File: src/verilog/ifsu_regs.vh
// register map, field positions and reset values of the upper flag status block
`ifndef IFSU_REGS_VH
`define IFSU_REGS_VH

`define IFSU_ADDR_W        16
`define IFSU_SEL0_OFF      16'h3008
`define IFSU_SEL1_OFF      16'h300C
`define IFSU_FLAG0_OFF     16'h3010
`define IFSU_FLAG1_OFF     16'h3014
`define IFSU_EVST_OFF      16'h3020
`define IFSU_EVLVL_OFF     16'h3024
`define IFSU_IGNCNT_OFF    16'h3028

`define IFSU_SEL_RST       32'h00002000
`define IFSU_FLAG_RST      32'h00000000
`define IFSU_FLAG_MASK     32'hAF83A000

`define IFSU_COLL_BIT      31
`define IFSU_OUTL_BIT      29
`define IFSU_UFLOW_BIT     27
`define IFSU_OFLOW_BIT     26
`define IFSU_THRESH_BIT    25
`define IFSU_EMPTY_BIT     24
`define IFSU_FULL_BIT      23
`define IFSU_TOERR_BIT     17
`define IFSU_TODONE_BIT    16
`define IFSU_EOS_BIT       15
`define IFSU_BOOT_BIT      13

`define IFSU_IGN_W         16
`define IFSU_IGN_MAX       16'hFFFF

`define IFSU_RESP_OKAY     2'h0
`define IFSU_RESP_SLVERR   2'h2

`endif

File: src/verilog/ifsu_sticky.v
// sticky event bits, hardware set wins over write-one-to-clear
`timescale 1ns/100ps
`default_nettype none
`include "ifsu_regs.vh"

module ifsu_sticky
(
   input  wire        aclk,
   input  wire        aresetn,
   input  wire [31:0] set_vec,
   input  wire [31:0] clr_vec,
   output wire [31:0] q
);

   reg [31:0] q_reg;
   wire [31:0] q_next;

   assign q_next = ((q_reg & ~clr_vec) | set_vec) & `IFSU_FLAG_MASK;
   assign q = q_reg;

   always @(posedge aclk)
   begin
      if (!aresetn)
         q_reg <= `IFSU_FLAG_RST;
      else
         q_reg <= q_next;
   end

endmodule // ifsu_sticky

`default_nettype wire

File: src/verilog/ifsu_axil_slave.v
// axi4-lite slave front end: captures writes and answers reads
`timescale 1ns/100ps
`default_nettype none
`include "ifsu_regs.vh"

module ifsu_axil_slave
(
   input  wire                    aclk,
   input  wire                    aresetn,
   input  wire [`IFSU_ADDR_W-1:0] s_axi_awaddr,
   input  wire                    s_axi_awvalid,
   output wire                    s_axi_awready,
   input  wire [31:0]             s_axi_wdata,
   input  wire [3:0]              s_axi_wstrb,
   input  wire                    s_axi_wvalid,
   output wire                    s_axi_wready,
   output wire [1:0]              s_axi_bresp,
   output wire                    s_axi_bvalid,
   input  wire                    s_axi_bready,
   input  wire [`IFSU_ADDR_W-1:0] s_axi_araddr,
   input  wire                    s_axi_arvalid,
   output wire                    s_axi_arready,
   output wire [31:0]             s_axi_rdata,
   output wire [1:0]              s_axi_rresp,
   output wire                    s_axi_rvalid,
   input  wire                    s_axi_rready,
   output wire                    wr_en,
   output wire [`IFSU_ADDR_W-1:0] wr_addr,
   output wire [31:0]             wr_data,
   output wire [3:0]              wr_strb,
   input  wire                    wr_err,
   output wire [`IFSU_ADDR_W-1:0] rd_addr,
   input  wire [31:0]             rd_data,
   input  wire                    rd_err
);

   reg                    aw_held_reg;
   reg [`IFSU_ADDR_W-1:0] awaddr_reg;
   reg                    w_held_reg;
   reg [31:0]             wdata_reg;
   reg [3:0]              wstrb_reg;
   reg                    bvalid_reg;
   reg [1:0]              bresp_reg;
   reg                    rvalid_reg;
   reg [31:0]             rdata_reg;
   reg [1:0]              rresp_reg;

   assign s_axi_awready = ~aw_held_reg;
   assign s_axi_wready  = ~w_held_reg;
   assign s_axi_bvalid  = bvalid_reg;
   assign s_axi_bresp   = bresp_reg;
   assign s_axi_arready = ~rvalid_reg;
   assign s_axi_rvalid  = rvalid_reg;
   assign s_axi_rdata   = rdata_reg;
   assign s_axi_rresp   = rresp_reg;

   // write fires once address and data are both held and no response waits
   assign wr_en   = aw_held_reg & w_held_reg & ~bvalid_reg;
   assign wr_addr = awaddr_reg;
   assign wr_data = wdata_reg;
   assign wr_strb = wstrb_reg;
   assign rd_addr = s_axi_araddr;

   always @(posedge aclk)
   begin
      if (!aresetn)
      begin
         aw_held_reg <= 1'b0;
         awaddr_reg  <= {`IFSU_ADDR_W{1'b0}};
         w_held_reg  <= 1'b0;
         wdata_reg   <= 32'h00000000;
         wstrb_reg   <= 4'h0;
         bvalid_reg  <= 1'b0;
         bresp_reg   <= `IFSU_RESP_OKAY;
         rvalid_reg  <= 1'b0;
         rdata_reg   <= 32'h00000000;
         rresp_reg   <= `IFSU_RESP_OKAY;
      end
      else
      begin
         if (s_axi_awvalid && !aw_held_reg)
         begin
            aw_held_reg <= 1'b1;
            awaddr_reg  <= s_axi_awaddr;
         end
         else if (wr_en)
            aw_held_reg <= 1'b0;
         if (s_axi_wvalid && !w_held_reg)
         begin
            w_held_reg <= 1'b1;
            wdata_reg  <= s_axi_wdata;
            wstrb_reg  <= s_axi_wstrb;
         end
         else if (wr_en)
            w_held_reg <= 1'b0;
         if (wr_en)
         begin
            bvalid_reg <= 1'b1;
            bresp_reg  <= wr_err ? `IFSU_RESP_SLVERR : `IFSU_RESP_OKAY;
         end
         else if (s_axi_bready)
            bvalid_reg <= 1'b0;
         if (s_axi_arvalid && !rvalid_reg)
         begin
            rvalid_reg <= 1'b1;
            rdata_reg  <= rd_data;
            rresp_reg  <= rd_err ? `IFSU_RESP_SLVERR : `IFSU_RESP_OKAY;
         end
         else if (s_axi_rready)
            rvalid_reg <= 1'b0;
      end
   end

endmodule // ifsu_axil_slave

`default_nettype wire

File: src/verilog/ifsu_top.v
// upper interrupt flag status block: event capture, select registers, flag readback
//
// Overview of operation
// - two 32-bit flag status registers sit at 0x3010 and 0x3014, share one layout and reset to zero.
// - every flag bit is read-only, 1 means asserted, and writes to the flag registers change nothing.
// - bit 31 sets when a second-sequence request arrives while the first runs, and that request is dropped.
// - bits 27 to 23 report fifo underflow, overflow, threshold, empty and full; bit 29 reports outliers.
// - bit 17 reports a sequencer timeout error, bit 16 timeout count finished, bit 15 end of sequence.
// - bit 13 sets when the bootload has completed.
// - each flag has an enable at the same position in its select register; bootload enable resets to 1.
`timescale 1ns/100ps
`default_nettype none
`include "ifsu_regs.vh"

module ifsu_top
(
   input  wire                    aclk,
   input  wire                    aresetn,
   input  wire [`IFSU_ADDR_W-1:0] s_axi_awaddr,
   input  wire                    s_axi_awvalid,
   output wire                    s_axi_awready,
   input  wire [31:0]             s_axi_wdata,
   input  wire [3:0]              s_axi_wstrb,
   input  wire                    s_axi_wvalid,
   output wire                    s_axi_wready,
   output wire [1:0]              s_axi_bresp,
   output wire                    s_axi_bvalid,
   input  wire                    s_axi_bready,
   input  wire [`IFSU_ADDR_W-1:0] s_axi_araddr,
   input  wire                    s_axi_arvalid,
   output wire                    s_axi_arready,
   output wire [31:0]             s_axi_rdata,
   output wire [1:0]              s_axi_rresp,
   output wire                    s_axi_rvalid,
   input  wire                    s_axi_rready,
   input  wire                    seq_a_busy,
   input  wire                    seq_b_request,
   output wire                    seq_b_start,
   input  wire                    outlier_evt,
   input  wire                    fifo_underflow_evt,
   input  wire                    fifo_overflow_evt,
   input  wire                    fifo_threshold_evt,
   input  wire                    fifo_empty_evt,
   input  wire                    fifo_full_evt,
   input  wire                    seq_timeout_error_evt,
   input  wire                    seq_timeout_finished_evt,
   input  wire                    end_of_sequence_evt,
   input  wire                    bootload_done_evt,
   output wire                    irq
);

   wire                    wr_en;
   wire [`IFSU_ADDR_W-1:0] wr_addr;
   wire [31:0]             wr_data;
   wire [3:0]              wr_strb;
   wire [`IFSU_ADDR_W-1:0] rd_addr;
   reg  [31:0]             rd_data;
   reg                     rd_err;
   reg                     wr_err;

   reg  [31:0]             sel0_reg;
   reg  [31:0]             sel0_next;
   reg  [31:0]             sel1_reg;
   reg  [31:0]             sel1_next;
   reg  [31:0]             evlvl_reg;
   reg  [`IFSU_IGN_W-1:0]  igncnt_reg;
   reg  [`IFSU_IGN_W-1:0]  igncnt_next;
   reg                     irq_reg;

   reg  [31:0]             evt_vec;
   reg  [31:0]             evst_clr;
   wire [31:0]             evst;
   wire [31:0]             flag_status_0;
   wire [31:0]             flag_status_1;
   wire                    collision;

   // byte-lane merge of a write into an old value
   function [31:0] strb_merge;
      input [31:0] old_val;
      input [31:0] new_val;
      input [3:0]  strb;
      integer      i;
      begin
         strb_merge = old_val;
         for (i = 0; i < 4; i = i + 1)
         begin
            if (strb[i])
               strb_merge[i*8 +: 8] = new_val[i*8 +: 8];
         end
      end
   endfunction

   // full-address match, so misaligned accesses fall out as unmapped
   function addr_hit;
      input [`IFSU_ADDR_W-1:0] addr;
      input [`IFSU_ADDR_W-1:0] off;
      begin
         addr_hit = (addr == off);
      end
   endfunction

   // register address decode shared by reads and writes
   function addr_mapped;
      input [`IFSU_ADDR_W-1:0] addr;
      begin
         addr_mapped = addr_hit(addr, `IFSU_SEL0_OFF) | addr_hit(addr, `IFSU_SEL1_OFF) |
                       addr_hit(addr, `IFSU_FLAG0_OFF) | addr_hit(addr, `IFSU_FLAG1_OFF) |
                       addr_hit(addr, `IFSU_EVST_OFF) | addr_hit(addr, `IFSU_EVLVL_OFF) |
                       addr_hit(addr, `IFSU_IGNCNT_OFF);
      end
   endfunction

   // one write strobe aimed at one register
   function wr_hit;
      input                    en;
      input [`IFSU_ADDR_W-1:0] addr;
      input [`IFSU_ADDR_W-1:0] off;
      begin
         wr_hit = en & addr_hit(addr, off);
      end
   endfunction

   // shared status seen through one select register
   function [31:0] flag_view;
      input [31:0] status;
      input [31:0] sel;
      begin
         flag_view = status & sel & `IFSU_FLAG_MASK;
      end
   endfunction

   // counter step that sticks at its top value
   function [`IFSU_IGN_W-1:0] sat_inc;
      input [`IFSU_IGN_W-1:0] cnt;
      begin
         if (cnt == `IFSU_IGN_MAX)
            sat_inc = cnt;
         else
            sat_inc = cnt + 16'h0001;
      end
   endfunction

   ifsu_axil_slave u_slave
   (
      .aclk          (aclk),
      .aresetn       (aresetn),
      .s_axi_awaddr  (s_axi_awaddr),
      .s_axi_awvalid (s_axi_awvalid),
      .s_axi_awready (s_axi_awready),
      .s_axi_wdata   (s_axi_wdata),
      .s_axi_wstrb   (s_axi_wstrb),
      .s_axi_wvalid  (s_axi_wvalid),
      .s_axi_wready  (s_axi_wready),
      .s_axi_bresp   (s_axi_bresp),
      .s_axi_bvalid  (s_axi_bvalid),
      .s_axi_bready  (s_axi_bready),
      .s_axi_araddr  (s_axi_araddr),
      .s_axi_arvalid (s_axi_arvalid),
      .s_axi_arready (s_axi_arready),
      .s_axi_rdata   (s_axi_rdata),
      .s_axi_rresp   (s_axi_rresp),
      .s_axi_rvalid  (s_axi_rvalid),
      .s_axi_rready  (s_axi_rready),
      .wr_en         (wr_en),
      .wr_addr       (wr_addr),
      .wr_data       (wr_data),
      .wr_strb       (wr_strb),
      .wr_err        (wr_err),
      .rd_addr       (rd_addr),
      .rd_data       (rd_data),
      .rd_err        (rd_err)
   );

   assign collision   = seq_b_request & seq_a_busy;
   assign seq_b_start = seq_b_request & ~seq_a_busy;

   // event sources into their flag positions
   always @*
   begin
      evt_vec = 32'h00000000;
      evt_vec[`IFSU_COLL_BIT]   = collision;
      evt_vec[`IFSU_OUTL_BIT]   = outlier_evt;
      evt_vec[`IFSU_UFLOW_BIT]  = fifo_underflow_evt;
      evt_vec[`IFSU_OFLOW_BIT]  = fifo_overflow_evt;
      evt_vec[`IFSU_THRESH_BIT] = fifo_threshold_evt;
      evt_vec[`IFSU_EMPTY_BIT]  = fifo_empty_evt;
      evt_vec[`IFSU_FULL_BIT]   = fifo_full_evt;
      evt_vec[`IFSU_TOERR_BIT]  = seq_timeout_error_evt;
      evt_vec[`IFSU_TODONE_BIT] = seq_timeout_finished_evt;
      evt_vec[`IFSU_EOS_BIT]    = end_of_sequence_evt;
      evt_vec[`IFSU_BOOT_BIT]   = bootload_done_evt;
   end

   // write-one-to-clear of the event status, lane by lane
   always @*
   begin
      evst_clr = 32'h00000000;
      if (wr_hit(wr_en, wr_addr, `IFSU_EVST_OFF))
         evst_clr = strb_merge(32'h00000000, wr_data, wr_strb);
   end

   ifsu_sticky u_evst
   (
      .aclk    (aclk),
      .aresetn (aresetn),
      .set_vec (evt_vec & `IFSU_FLAG_MASK),
      .clr_vec (evst_clr),
      .q       (evst)
   );

   assign flag_status_0 = flag_view(evst, sel0_reg);
   assign flag_status_1 = flag_view(evst, sel1_reg);

   always @*
   begin
      sel0_next = sel0_reg;
      sel1_next = sel1_reg;
      if (wr_hit(wr_en, wr_addr, `IFSU_SEL0_OFF))
         sel0_next = strb_merge(sel0_reg, wr_data, wr_strb) & `IFSU_FLAG_MASK;
      if (wr_hit(wr_en, wr_addr, `IFSU_SEL1_OFF))
         sel1_next = strb_merge(sel1_reg, wr_data, wr_strb) & `IFSU_FLAG_MASK;
   end

   // saturating count of dropped second requests, cleared by any write to its own register
   always @*
   begin
      igncnt_next = igncnt_reg;
      if (wr_hit(wr_en, wr_addr, `IFSU_IGNCNT_OFF))
         igncnt_next = {`IFSU_IGN_W{1'b0}};
      else if (collision)
         igncnt_next = sat_inc(igncnt_reg);
   end

   always @(posedge aclk)
   begin
      if (!aresetn)
      begin
         sel0_reg   <= `IFSU_SEL_RST;
         sel1_reg   <= `IFSU_SEL_RST;
         evlvl_reg  <= 32'h00000000;
         igncnt_reg <= {`IFSU_IGN_W{1'b0}};
         irq_reg    <= 1'b0;
      end
      else
      begin
         sel0_reg   <= sel0_next;
         sel1_reg   <= sel1_next;
         evlvl_reg  <= evt_vec & `IFSU_FLAG_MASK;
         igncnt_reg <= igncnt_next;
         irq_reg    <= |(flag_status_0 | flag_status_1);
      end
   end

   assign irq = irq_reg;

   // flag registers accept writes without effect
   always @*
   begin
      wr_err = ~addr_mapped(wr_addr);
   end

   // read mux
   always @*
   begin
      rd_err  = ~addr_mapped(rd_addr);
      rd_data = 32'h00000000;
      case (rd_addr)
         `IFSU_SEL0_OFF:
            rd_data = sel0_reg;
         `IFSU_SEL1_OFF:
            rd_data = sel1_reg;
         `IFSU_FLAG0_OFF:
            rd_data = flag_status_0;
         `IFSU_FLAG1_OFF:
            rd_data = flag_status_1;
         `IFSU_EVST_OFF:
            rd_data = evst;
         `IFSU_EVLVL_OFF:
            rd_data = evlvl_reg;
         `IFSU_IGNCNT_OFF:
            rd_data = {{(32-`IFSU_IGN_W){1'b0}}, igncnt_reg};
         default:
            rd_data = 32'h00000000;
      endcase
   end

endmodule // ifsu_top

`default_nettype wire

File: config.mk
export PLATFORM = sky130hd
export DESIGN_NAME = ifsu_top
export DESIGN_NICKNAME = d
export VERILOG_FILES = /design/src/verilog/ifsu_sticky.v /design/src/verilog/ifsu_axil_slave.v /design/src/verilog/ifsu_top.v
export VERILOG_INCLUDE_DIRS = /design/src /design/src/verilog
export SDC_FILE = /design/constraint.sdc
export NUM_CORES = 1
export LEC_CHECK = 0
export ABC_AREA = 0
export BUFFER_PORTS_ARGS = -buffer_cell sky130_fd_sc_hd__buf_2
export CORE_ASPECT_RATIO = 1.75
export CORE_MARGIN = 8
export CORE_UTILIZATION = 51
export DETAILED_ROUTE_END_ITERATION = 8
export GPL_TIMING_DRIVEN = 0
export PLACE_DENSITY = 0.88
export SLEW_MARGIN = 20
export SYNTH_ARGS = -nofsm -noshare
export SYNTH_HDL_FRONTEND = slang
export SYNTH_SLANG_ARGS = --single-unit
File: constraint.sdc
create_clock -name aclk -period 2 [get_ports aclk]
set_clock_uncertainty 0.05 [all_clocks]
set_input_delay 0.3 -clock aclk [delete_from_list [all_inputs] [get_ports aclk]]
set_output_delay 0.3 -clock aclk [all_outputs]
set_load 0.005 [all_outputs]
==> run_results.csv, run 1 <==
group,metric,value,unit
run_status,status,"finished clean",
yosys,async_flop_share,0,
worst_setup_path,critPathKind,"flip-flop to flip-flop",
worst_setup_path,crit_fanout,6,
sta,finalHoldViolCount,0,
clocking,clk_latency,410,ps
yosys,synth-simple-area-share,0.257,
yosys,syn_area_per_cell,8.72,um2
yosys,synth_cell_type_count,58,
sta,fin_tns_setup,0,ps
global_routing,grt_pass1_vias,5142,
worst_setup_path,reg2reg_depth,6,
worst_setup_path,reg2reg_from,"u_slave.wr_addr[14]",
place,routabilityCongestion,0.854,
global_routing,grt_max_degree,17,
sta,finalSetupViolCount,0,
floorplanning,rows,50,
global_routing,grtUsageTotal,0.208,
yosys,yosysWarnings,0,
cells_and_area,final_util,0.650,
worst_setup_path,crit_required,2250,ps
worst_setup_path,endpoint,"sel0_reg[27]",
yosys,muxShareOfSynthArea,0.0451,
floorplanning,core-area,10600,um2
worst_setup_path,worstSetupEndpointType,"flip-flop",
yosys,yosys.area_share.xor_xnor,0.0174,
floorplanning,ioPinCount,130,
yosys,yosys-top-cells-area,"dfxtp_1 (44%), nor2b_1 (5.7%), nand2_1 (5.5%)",
yosys,netlist_area,5550,um2
floorplanning,start_util,0.522,
run,maxCapViolations,0,
cells_and_area,area_delta_synth_final,24.5,%
yosys,synth_top_area_cell,"dfxtp_1",
worst_setup_path,r2r_slack,90,ps
route,dr.pass1.iters,5,
worst_setup_path,r2r_end,"sel0_reg[27]",
sta,fin_ws,92.6,ps
floorplanning,die_w,94.9,um
place,place_ws,-309,ps
yosys,synth-main-ff-cell,"dfxtp_1",
cells_and_area,drive_above_1_share,0.219,
sta,post-route-period-util,0.954,
clocking,clk_pin_slew_worst_paths,60,ps
worst_setup_path,crit_path_start,"u_slave.wr_addr[14]",
cells_and_area,n_fill_cell,863,
global_routing,antenna_found_initial,1,
sta,timing.fmax,524,MHz
cells_and_area,final_nets,853,
place,dp_hpwl,11000,um
clocking,cts_hold_buffers,0,
worst_setup_path,crit_path_start_kind,"flip-flop",
clocking,cts-root-buf,"clkbuf_16",
clocking,cts.sinks,122,
yosys,syn_inst,637,
yosys,yosysSeqAreaShare,0.440,
cells_and_area,largest_reg_flops,25,
route,num_vias,5137,
place,port_buffers,97,
clocking,cts_buffer_depth,2,
global_routing,grt_overflow,0,
sta,slew_headroom,0.478,
sta,finalMaxSlewViolations,0,
min_path,hp-class,"input port to flip-flop",
worst_setup_path,crit_arrival,2160,ps
yosys,synth_edf_count,0,
route,drc,0,
clocking,cts_inserted_buffers,17,
route,viasPerCell,5.65,
power,p_leak,2.86,nW
floorplanning,die_area,14600,um2
yosys,synth-seq-cells,122,
power,p_per_area,895,nW/um2
sta,worstMarginPinSlew,777,ps
route,drt_iter0_markers,286,
yosys,synth-compound-area-share,0.183,
clocking,cts_tree,"done",
route,ant_nets,0,
sta,finalCriticalPeriod,1910,ps
yosys,netlist.area_leader.share,0.440,
route,drt_wl_total,15100,um
global_routing,grt_pass1_wl,24300,um
floorplanning,die_h,154,um
clocking,htree_levels,4,
yosys,synth_top_family_by_area,"simple AND/OR/NAND/NOR gates",
route,wl_per_cell,16.6,um
yosys,synth-adder-area-share,0.00225,
power,vdd.ir_drop.worst,0.000860,V
==> synth_stat cells (all sizes together) (7+ instances only) <==
cell,n
a21boi,30
nor4,7
o21ai,39
nand2,81
dfxtp,122
nor2,25
mux2i,25
and2,14
nand3,7
nor3b,16
a21oi,33
clkbuf,23
a22oi,18
a31oi,16
nand4,19
nor2b,51
nor3,16
buf,24
inv,15
==> worst max-delay path: stages, from the launching register on <==
cell	delay, ps
dfxtp_1	330
nor4bb_4	360
and4_1	250
buf_2	180
nand4b_2	310
mux2i_1	260
nor2b_1	60
==> repair_timing <==
item	CTS	global route
pin swaps	2	3
hold endpoints to repair	0	0
setup endpoints to repair	45	45
setup buffers	3	1
resized for setup	3	3
gates cloned	0	0
==> worst min-delay path by stage <==
stage	start	end	slack, ps	cells past startpoint
after floorplan	bootload_done_evt	evlvl_reg[13]	370	1
after global placement	u_slave.wr_addr[12]	u_slave.wr_addr[12]	400	2
after detailed placement	u_slave.wr_addr[12]	u_slave.wr_addr[12]	400	2
after CTS	bootload_done_evt	evlvl_reg[13]	50	2
after global routing	bootload_done_evt	evlvl_reg[13]	60	2
final	bootload_done_evt	evlvl_reg[13]	60	2
==> cells in the final DEF (no fill, tap or decap), types with 4 or more instances in the layout <==
cell	count
nor2_1	24
nor4_1	4
and3_1	5
clkbuf_1	22
buf_2	105
mux2i_1	25
and2_1	13
nand4_1	17
clkinvlp_4	5
buf_4	15
nor3b_1	15
nor2b_1	51
nand2_1	81
conb_1	9
o21ai_0	39
dfxtp_1	122
clkbuf_16	17
a21oi_1	33
a22oi_1	18
nor3_1	15
xor2_1	6
a22o_1	6
xnor2_1	5
a31oi_1	16
nand3_1	7
inv_1	15
a21boi_0	30
==> per-stage QoR <==
step	total power [W]	hold WS [ps]	cell area (um2)	cells
5_1_grt	0.00641	58.7	6910	909
3_5_place_dp	0.00310	402	6230	872
3_3_place_gp	0.00308	396	6230	872
2_1_floorplan	0.00290	372	5580	645
6_report	0.00618	58.2	6910	909
4_1_cts	0.00619	49.1	6880	907
==> logic make-up (layout without fill, tap and decap cells) <==
group / count (synthesis) / count (layout)
multiplexers: 25 / 25
adder cells (fa/ha/maj): 1 / 1
AND/OR/NAND/NOR: 258 / 258
other: 1 / 10
XOR/XNOR: 11 / 11
buffers and inverters: 62 / 195
flip-flops: 122 / 122
AO/OA/AOI/OAI: 157 / 157
==> cell type report <==
type	instances	area, um2	area share
clock buffers	18	439	0.0636
clock inverters	14	173	0.0250
multi-input cells	461	2870	0.415
plain buffers	47	250	0.0362
flip-flops and latches	122	2440	0.353
well taps	130	163	0.0235
inverters	15	56.3	0.00815
repair buffers	101	515	0.0746
diodes	1	2.50	0.000362
==> where the power goes <==
group / internal (W) / switching [W] / total, W
logic: 0.000208 / 0.000256 / 0.000464
clock network: 0.00199 / 0.00113 / 0.00312
registers: 0.00252 / 0.0000752 / 0.00260
==> layer usage <==
metal | up-vias | part of all wire | global-route usage
li1 | 2497 | - | -
met1 | 2364 | 0.36 | 0.216
met2 | 224 | 0.52 | 0.362
met3 | 52 | 0.074 | 0.0478
met4 | 0 | 0.042 | 0.131
met5 | - | 0 | 0
No activity file was read; power rests on OpenSTA's default activity.
==> inputs of run 2 (changes only) <==
Settings changed: BUFFER_PORTS_ARGS -buffer_cell sky130_fd_sc_hd__buf_2 to -buffer_cell sky130_fd_sc_hd__buf_4.
==> run 2 against run 1 <==
Hold slack got worse by 8.3 ps. Register-to-register slack lost 30 ps. Die area stayed put. Highest routed layer unchanged. Non-clock buffer count rose by 1. Global-route usage grew 1.6 points. Critical path type unchanged. Final cell count is the same. Maximum frequency is 1.5% lower.
==> run_results.csv, run 2 (synthesis results as in run 1) <==
group,metric,value,unit
cells_and_area,n_fill_cell,846,
clocking,cts_buffer_depth,2,
global_routing,grt-busiest-layer,"met2",
route,viasPerCell,5.83,
place,port_buffers,97,
floorplanning,ioPinCount,130,
run_status,status,"finished clean",
worst_setup_path,crit_fanout,6,
global_routing,met1_usage,0.220,
sta,fin_ws,64.4,ps
place,place_ws,-204,ps
floorplanning,core-area,10600,um2
sta,finalCriticalPeriod,1940,ps
clocking,cts-root-buf,"clkbuf_16",
cells_and_area,final_nets,854,
cells_and_area,antennaDiodeCount,0,
worst_setup_path,crit_required,2230,ps
clocking,cts_inserted_buffers,17,
clocking,htree_levels,4,
global_routing,antenna_found_initial,0,
worst_setup_path,cp_slowest_cell,"nor4bb_4",
cells_and_area,layout_commonest_cell,"dfxtp_1",
sta,slew_headroom,0.458,
route,drc,0,
sta,post-route-period-util,0.968,
floorplanning,start_util,0.522,
floorplanning,die_h,154,um
route,drt_wl_total,16200,um
clocking,cts.sinks,122,
global_routing,met2_usage,0.393,
floorplanning,die_area,14600,um2
worst_setup_path,critPathKind,"flip-flop to flip-flop",
worst_setup_path,crit_chain,"nor4bb_4 > nand4_1 > buf_4 > nor4_2 > and2_1 > buf_2 > a31oi_1",
cells_and_area,area_delta_synth_final,29.4,%
cells_and_area,multi_input_area,2870,um2
sta,worstMarginPinSlew,807,ps
global_routing,grt_pass1_wl,26100,um
route,drt_iter0_markers,323,
route,wl_per_cell,17.8,um
route,num_vias,5295,
clocking,clk_latency,410,ps
worst_setup_path,worstSetupEndpointType,"flip-flop",
floorplanning,die_w,94.9,um
floorplanning,rows,50,
sta,timing.fmax,517,MHz
clocking,cts_hold_buffers,0,
clocking,cts_tree,"done",
worst_setup_path,crit_path_start_kind,"flip-flop",
worst_setup_path,crit_arrival,2170,ps
sta,fin_tns_setup,0,ps
worst_setup_path,critPathMaxStageDelay,340,ps
global_routing,use_met3,0.0541,
global_routing,grt_overflow,0,
power,p_leak,2.94,nW
global_routing,grt_max_degree,17,
min_path,hp-class,"input port to flip-flop",
sta,finalMaxSlewViolations,0,
place,routabilityCongestion,0.921,
cells_and_area,drive_above_1_share,0.222,
sta,finalHoldViolCount,0,
global_routing,grt_pass1_vias,5545,
sta,rsz0062_at_grt,"yes",
run,maxCapViolations,0,
cells_and_area,final_cell_mix,"dfxtp_1 (121), buf_4 (113), nand2_1 (81), nor2b_1 (51), o21ai_0 (39)",
worst_setup_path,cp_top_family,"simple AND/OR/NAND/NOR gates",
route,dr.pass1.iters,5,
cells_and_area,regArea,2440,um2
power,p_per_area,888,nW/um2
place,dp_hpwl,12000,um
route,ant_nets,0,
clocking,clk_pin_slew_worst_paths,60,ps
global_routing,grtUsageTotal,0.224,
worst_setup_path,path_buf_inv,2,
sta,finalSetupViolCount,0,
power,vdd.ir_drop.worst,0.000696,V
cells_and_area,largest_reg_flops,25,
[run 2: worst paths after layout]
kind                                          start                   to  slack [ps]  cells past startpoint
worst max-delay path            u_slave.wr_addr[13]         u_evst.q[25]          60                      7
worst max register to register  u_slave.wr_addr[13]         u_evst.q[25]          60                      7
worst min register to register  u_slave.wr_addr[13]  u_slave.wr_addr[13]         430                      2
worst min-delay path              bootload_done_evt        evlvl_reg[13]          50                      2
[run 2: repair_timing]
| action | CTS | global route |
|---|---|---|
| buffers inserted | 2 | 3 |
| pin swaps | 2 | 1 |
| gates cloned | 0 | 0 |
| resized for setup | 3 | 4 |
| endpoints found under the setup margin | 38 | 33 |
[run 2: per-stage QoR]
| stage | util | power, W | area [um2] | cells | hold slack, ps |
|---|---|---|---|---|---|
| floorplan | - | 0.00290 | 5580 | 645 | 372 |
| global placement | 0.609 | 0.00313 | 6470 | 872 | 396 |
| detailed placement | 0.609 | 0.00315 | 6470 | 872 | 418 |
| CTS | 0.671 | 0.00639 | 7140 | 906 | 40.0 |
| global route | 0.675 | 0.00658 | 7180 | 909 | 50.1 |
| finish | 0.675 | 0.00638 | 7180 | 909 | 50.0 |
[run 2: power by group]
part	leakage, nW	switching, W	internal (W)
sequential	0.998	0.0000761	0.00252
combinational	1.64	0.000267	0.000259
clock	0.299	0.00114	0.00212
[run 2: layout make-up]
class                           instances  share of cell area
Clock inverter                         14              0.0272
Buffer                                 47              0.0348
Sequential cell                       122               0.340
Clock buffer                           18              0.0611
Timing Repair Buffer                  102               0.107
Tap cell                              130              0.0226
Multi-Input combinational cell        461               0.400
Inverter                               15             0.00784
[run 2: worst register-to-register path: cells and delay by family (launching register included)]
| kind | cells | cell delay [ps] |
|---|---|---|
| simple gates | 4 | 950 |
| compound gates | 1 | 120 |
| buf+inv | 2 | 360 |
| flops | 1 | 330 |
[run 2: routing by layer]
layer / wire, um / up-vias
li1: - / 2485
met1: 5830 / 2485
met2: 8350 / 257
met3: 1110 / 68
met4: 900 / 0
met5: 0 / -
==> inputs of run 3 (changes only) <==
==> constraint.sdc (replaced) <==
create_clock -name aclk -period 2 [get_ports aclk]
set_clock_uncertainty 0.05 [all_clocks]
set_input_delay 0.2 -clock aclk [delete_from_list [all_inputs] [get_ports aclk]]
set_output_delay 0.2 -clock aclk [all_outputs]
set_load 0.005 [all_outputs]
==> run 3 against run 2 <==
Die area did not move. Flip-flop and latch count stayed put. Critical path type unchanged. Critical endpoint unchanged. Routed wire length increased by 3.1%. Cell area rose by 3.2%. Global-route usage up 0.55 points. Core utilization is 2.2 points higher.
==> run_results.csv, run 3 (synthesis results as in run 1) <==
group,metric,value,unit
clocking,htree_levels,4,
route,dr.pass1.iters,5,
worst_setup_path,critPathMaxStageDelay,340,ps
power,power_frac_seq,0.405,
place,port_buffers,97,
place,place_area,6470,um2
sta,finalMaxSlewViolations,0,
clocking,cts_inserted_buffers,17,
global_routing,grt_pass1_wl,26800,um
clocking,cts_tree,"done",
floorplanning,start_util,0.522,
route,viasPerCell,5.83,
worst_setup_path,cp_top_family,"simple AND/OR/NAND/NOR gates",
cells_and_area,final_nets,877,
route,ant_nets,0,
route,drt_wl_total,16700,um
floorplanning,rows,50,
power,p_per_area,867,nW/um2
cells_and_area,antennaDiodeCount,0,
place,routabilityCongestion,0.921,
global_routing,grtUsageTotal,0.230,
run_status,status,"finished clean",
clocking,clk_latency,410,ps
worst_setup_path,crit_arrival,2190,ps
power,vdd.ir_drop.worst,0.000701,V
cells_and_area,final_cell_mix,"dfxtp_1 (121), buf_4 (113), nand2_1 (81), nor2b_1 (51), o21ai_0 (39)",
power,power,0.00643,W
floorplanning,die_w,94.9,um
route,num_vias,5431,
sta,finalSetupViolCount,0,
min_path,hp-class,"input port to flip-flop",
cells_and_area,largest_reg_flops,25,
cells_and_area,n_fill_cell,808,
route,drc,0,
power,p_leak,3.04,nW
global_routing,grt_pass1_vias,5677,
sta,finalHoldViolCount,0,
power,p_sw_frac,0.233,
power,comb_power_share,0.089,
worst_setup_path,crit_required,2230,ps
place,dp_hpwl,12000,um
floorplanning,core-area,10600,um2
sta,worstMarginPinSlew,749,ps
clocking,cts.sinks,122,
cells_and_area,area_delta_synth_final,33.5,%
clocking,cts_buffer_depth,2,
run,maxCapViolations,0,
sta,slew_headroom,0.497,
floorplanning,die_area,14600,um2
worst_setup_path,critPathKind,"flip-flop to flip-flop",
cells_and_area,layout_commonest_cell,"dfxtp_1",
sta,finalCriticalPeriod,1950,ps
route,wl_per_cell,17.9,um
sta,timing.fmax,512,MHz
cells_and_area,final_util,0.697,
global_routing,grt_max_degree,17,
global_routing,grt_overflow,0,
worst_setup_path,crit_fanout,6,
clocking,clk_pin_slew_worst_paths,50,ps
sta,post-route-period-util,0.977,
floorplanning,die_h,154,um
worst_setup_path,crit_chain,"nor4bb_4 > nand4_1 > buf_4 > nor4_2 > and2_1 > buf_2 > a31oi_1",
worst_setup_path,path_buf_inv,2,
worst_setup_path,crit_path_start_kind,"flip-flop",
sta,fin_tns_setup,0,ps
cells_and_area,regArea,2440,um2
power,switchingPower,0.00149,W
global_routing,antenna_found_initial,0,
worst_setup_path,worstSetupEndpointType,"flip-flop",
power,p_int,0.00493,W
clocking,cts-root-buf,"clkbuf_16",
worst_setup_path,cp_slowest_cell,"nor4bb_4",
power,clkPwrFrac,0.507,
cells_and_area,multi_input_area,2870,um2
sta,rsz0062_at_grt,"yes",
cells_and_area,drive_above_1_share,0.216,
route,drt_iter0_markers,372,
floorplanning,ioPinCount,130,
cells_and_area,finalInstanceArea,7410,um2
[run 3: cell types whose count changed in the layout (fill, tap and decap cells not counted), sizes merged]
cell	previous run	this run
dlygate4sd3	0	23
[run 3: worst register-to-register path, delay by kind of cell, from the launching register on]
kind	cells	cell delay, ps
simple gates	4	950
compound gates	1	120
buf+inv	2	370
flops	1	330
[run 3: area by class of cell]
type	instances	share of cell area
tap	130	0.0219
buffer	47	0.0338
inverter	15	0.00759
clock buffer	18	0.0592
clock inverter	14	0.0263
timing repair buffer	125	0.134
sequential	122	0.330
multi-input combinational	461	0.387
[run 3: timing repair]
item	4_1_cts	5_1_grt
hold buffers	23	0
setup buffers	2	3
gates resized for setup	3	4
setup endpoints to repair	38	33
pin swaps	2	1
endpoints found under the hold margin	24	0
[run 3: power groups by stage]
stage | Clock [W] | Combinational [W] | Sequential (W)
after detailed placement | 0 | 0.000507 | 0.00265
after global placement | 0 | 0.000489 | 0.00264
after global routing | 0.00339 | 0.000622 | 0.00261
after floorplan | 0 | 0.000277 | 0.00263
after CTS | 0.00328 | 0.000554 | 0.00260
final | 0.00326 | 0.000569 | 0.00260
[run 3: worst paths after layout]
kind | from | end | slack (ps) | depth (start not counted)
setup reg to reg | u_slave.wr_addr[13] | u_evst.q[25] | 50 | 7
hold reg to reg | u_slave.wr_addr[13] | u_slave.wr_addr[13] | 430 | 2
hold / removal | s_axi_awaddr[12] | u_slave.wr_addr[12] | 0.6 | 3
setup / recovery | u_slave.wr_addr[13] | u_evst.q[25] | 50 | 7
[run 3: metal layers]
layer | track usage | vias to the layer above | wire length [um]
li1 | - | 2540 | -
met1 | 0.227 | 2547 | 6070
met2 | 0.404 | 270 | 8600
met3 | 0.0531 | 74 | 1150
met4 | 0.161 | 0 | 882
met5 | 0 | - | 0
[run 3: per-stage QoR]
stage / setup slack (ps) / cells / hold slack, ps
3_5_place_dp: -204 / 872 / 370
5_1_grt: -37.0 / 932 / 9.90
2_1_floorplan: 278 / 645 / 272
3_3_place_gp: -197 / 872 / 366
4_1_cts: 25.6 / 929 / 0.0606
6_report: 45.9 / 932 / 0.635
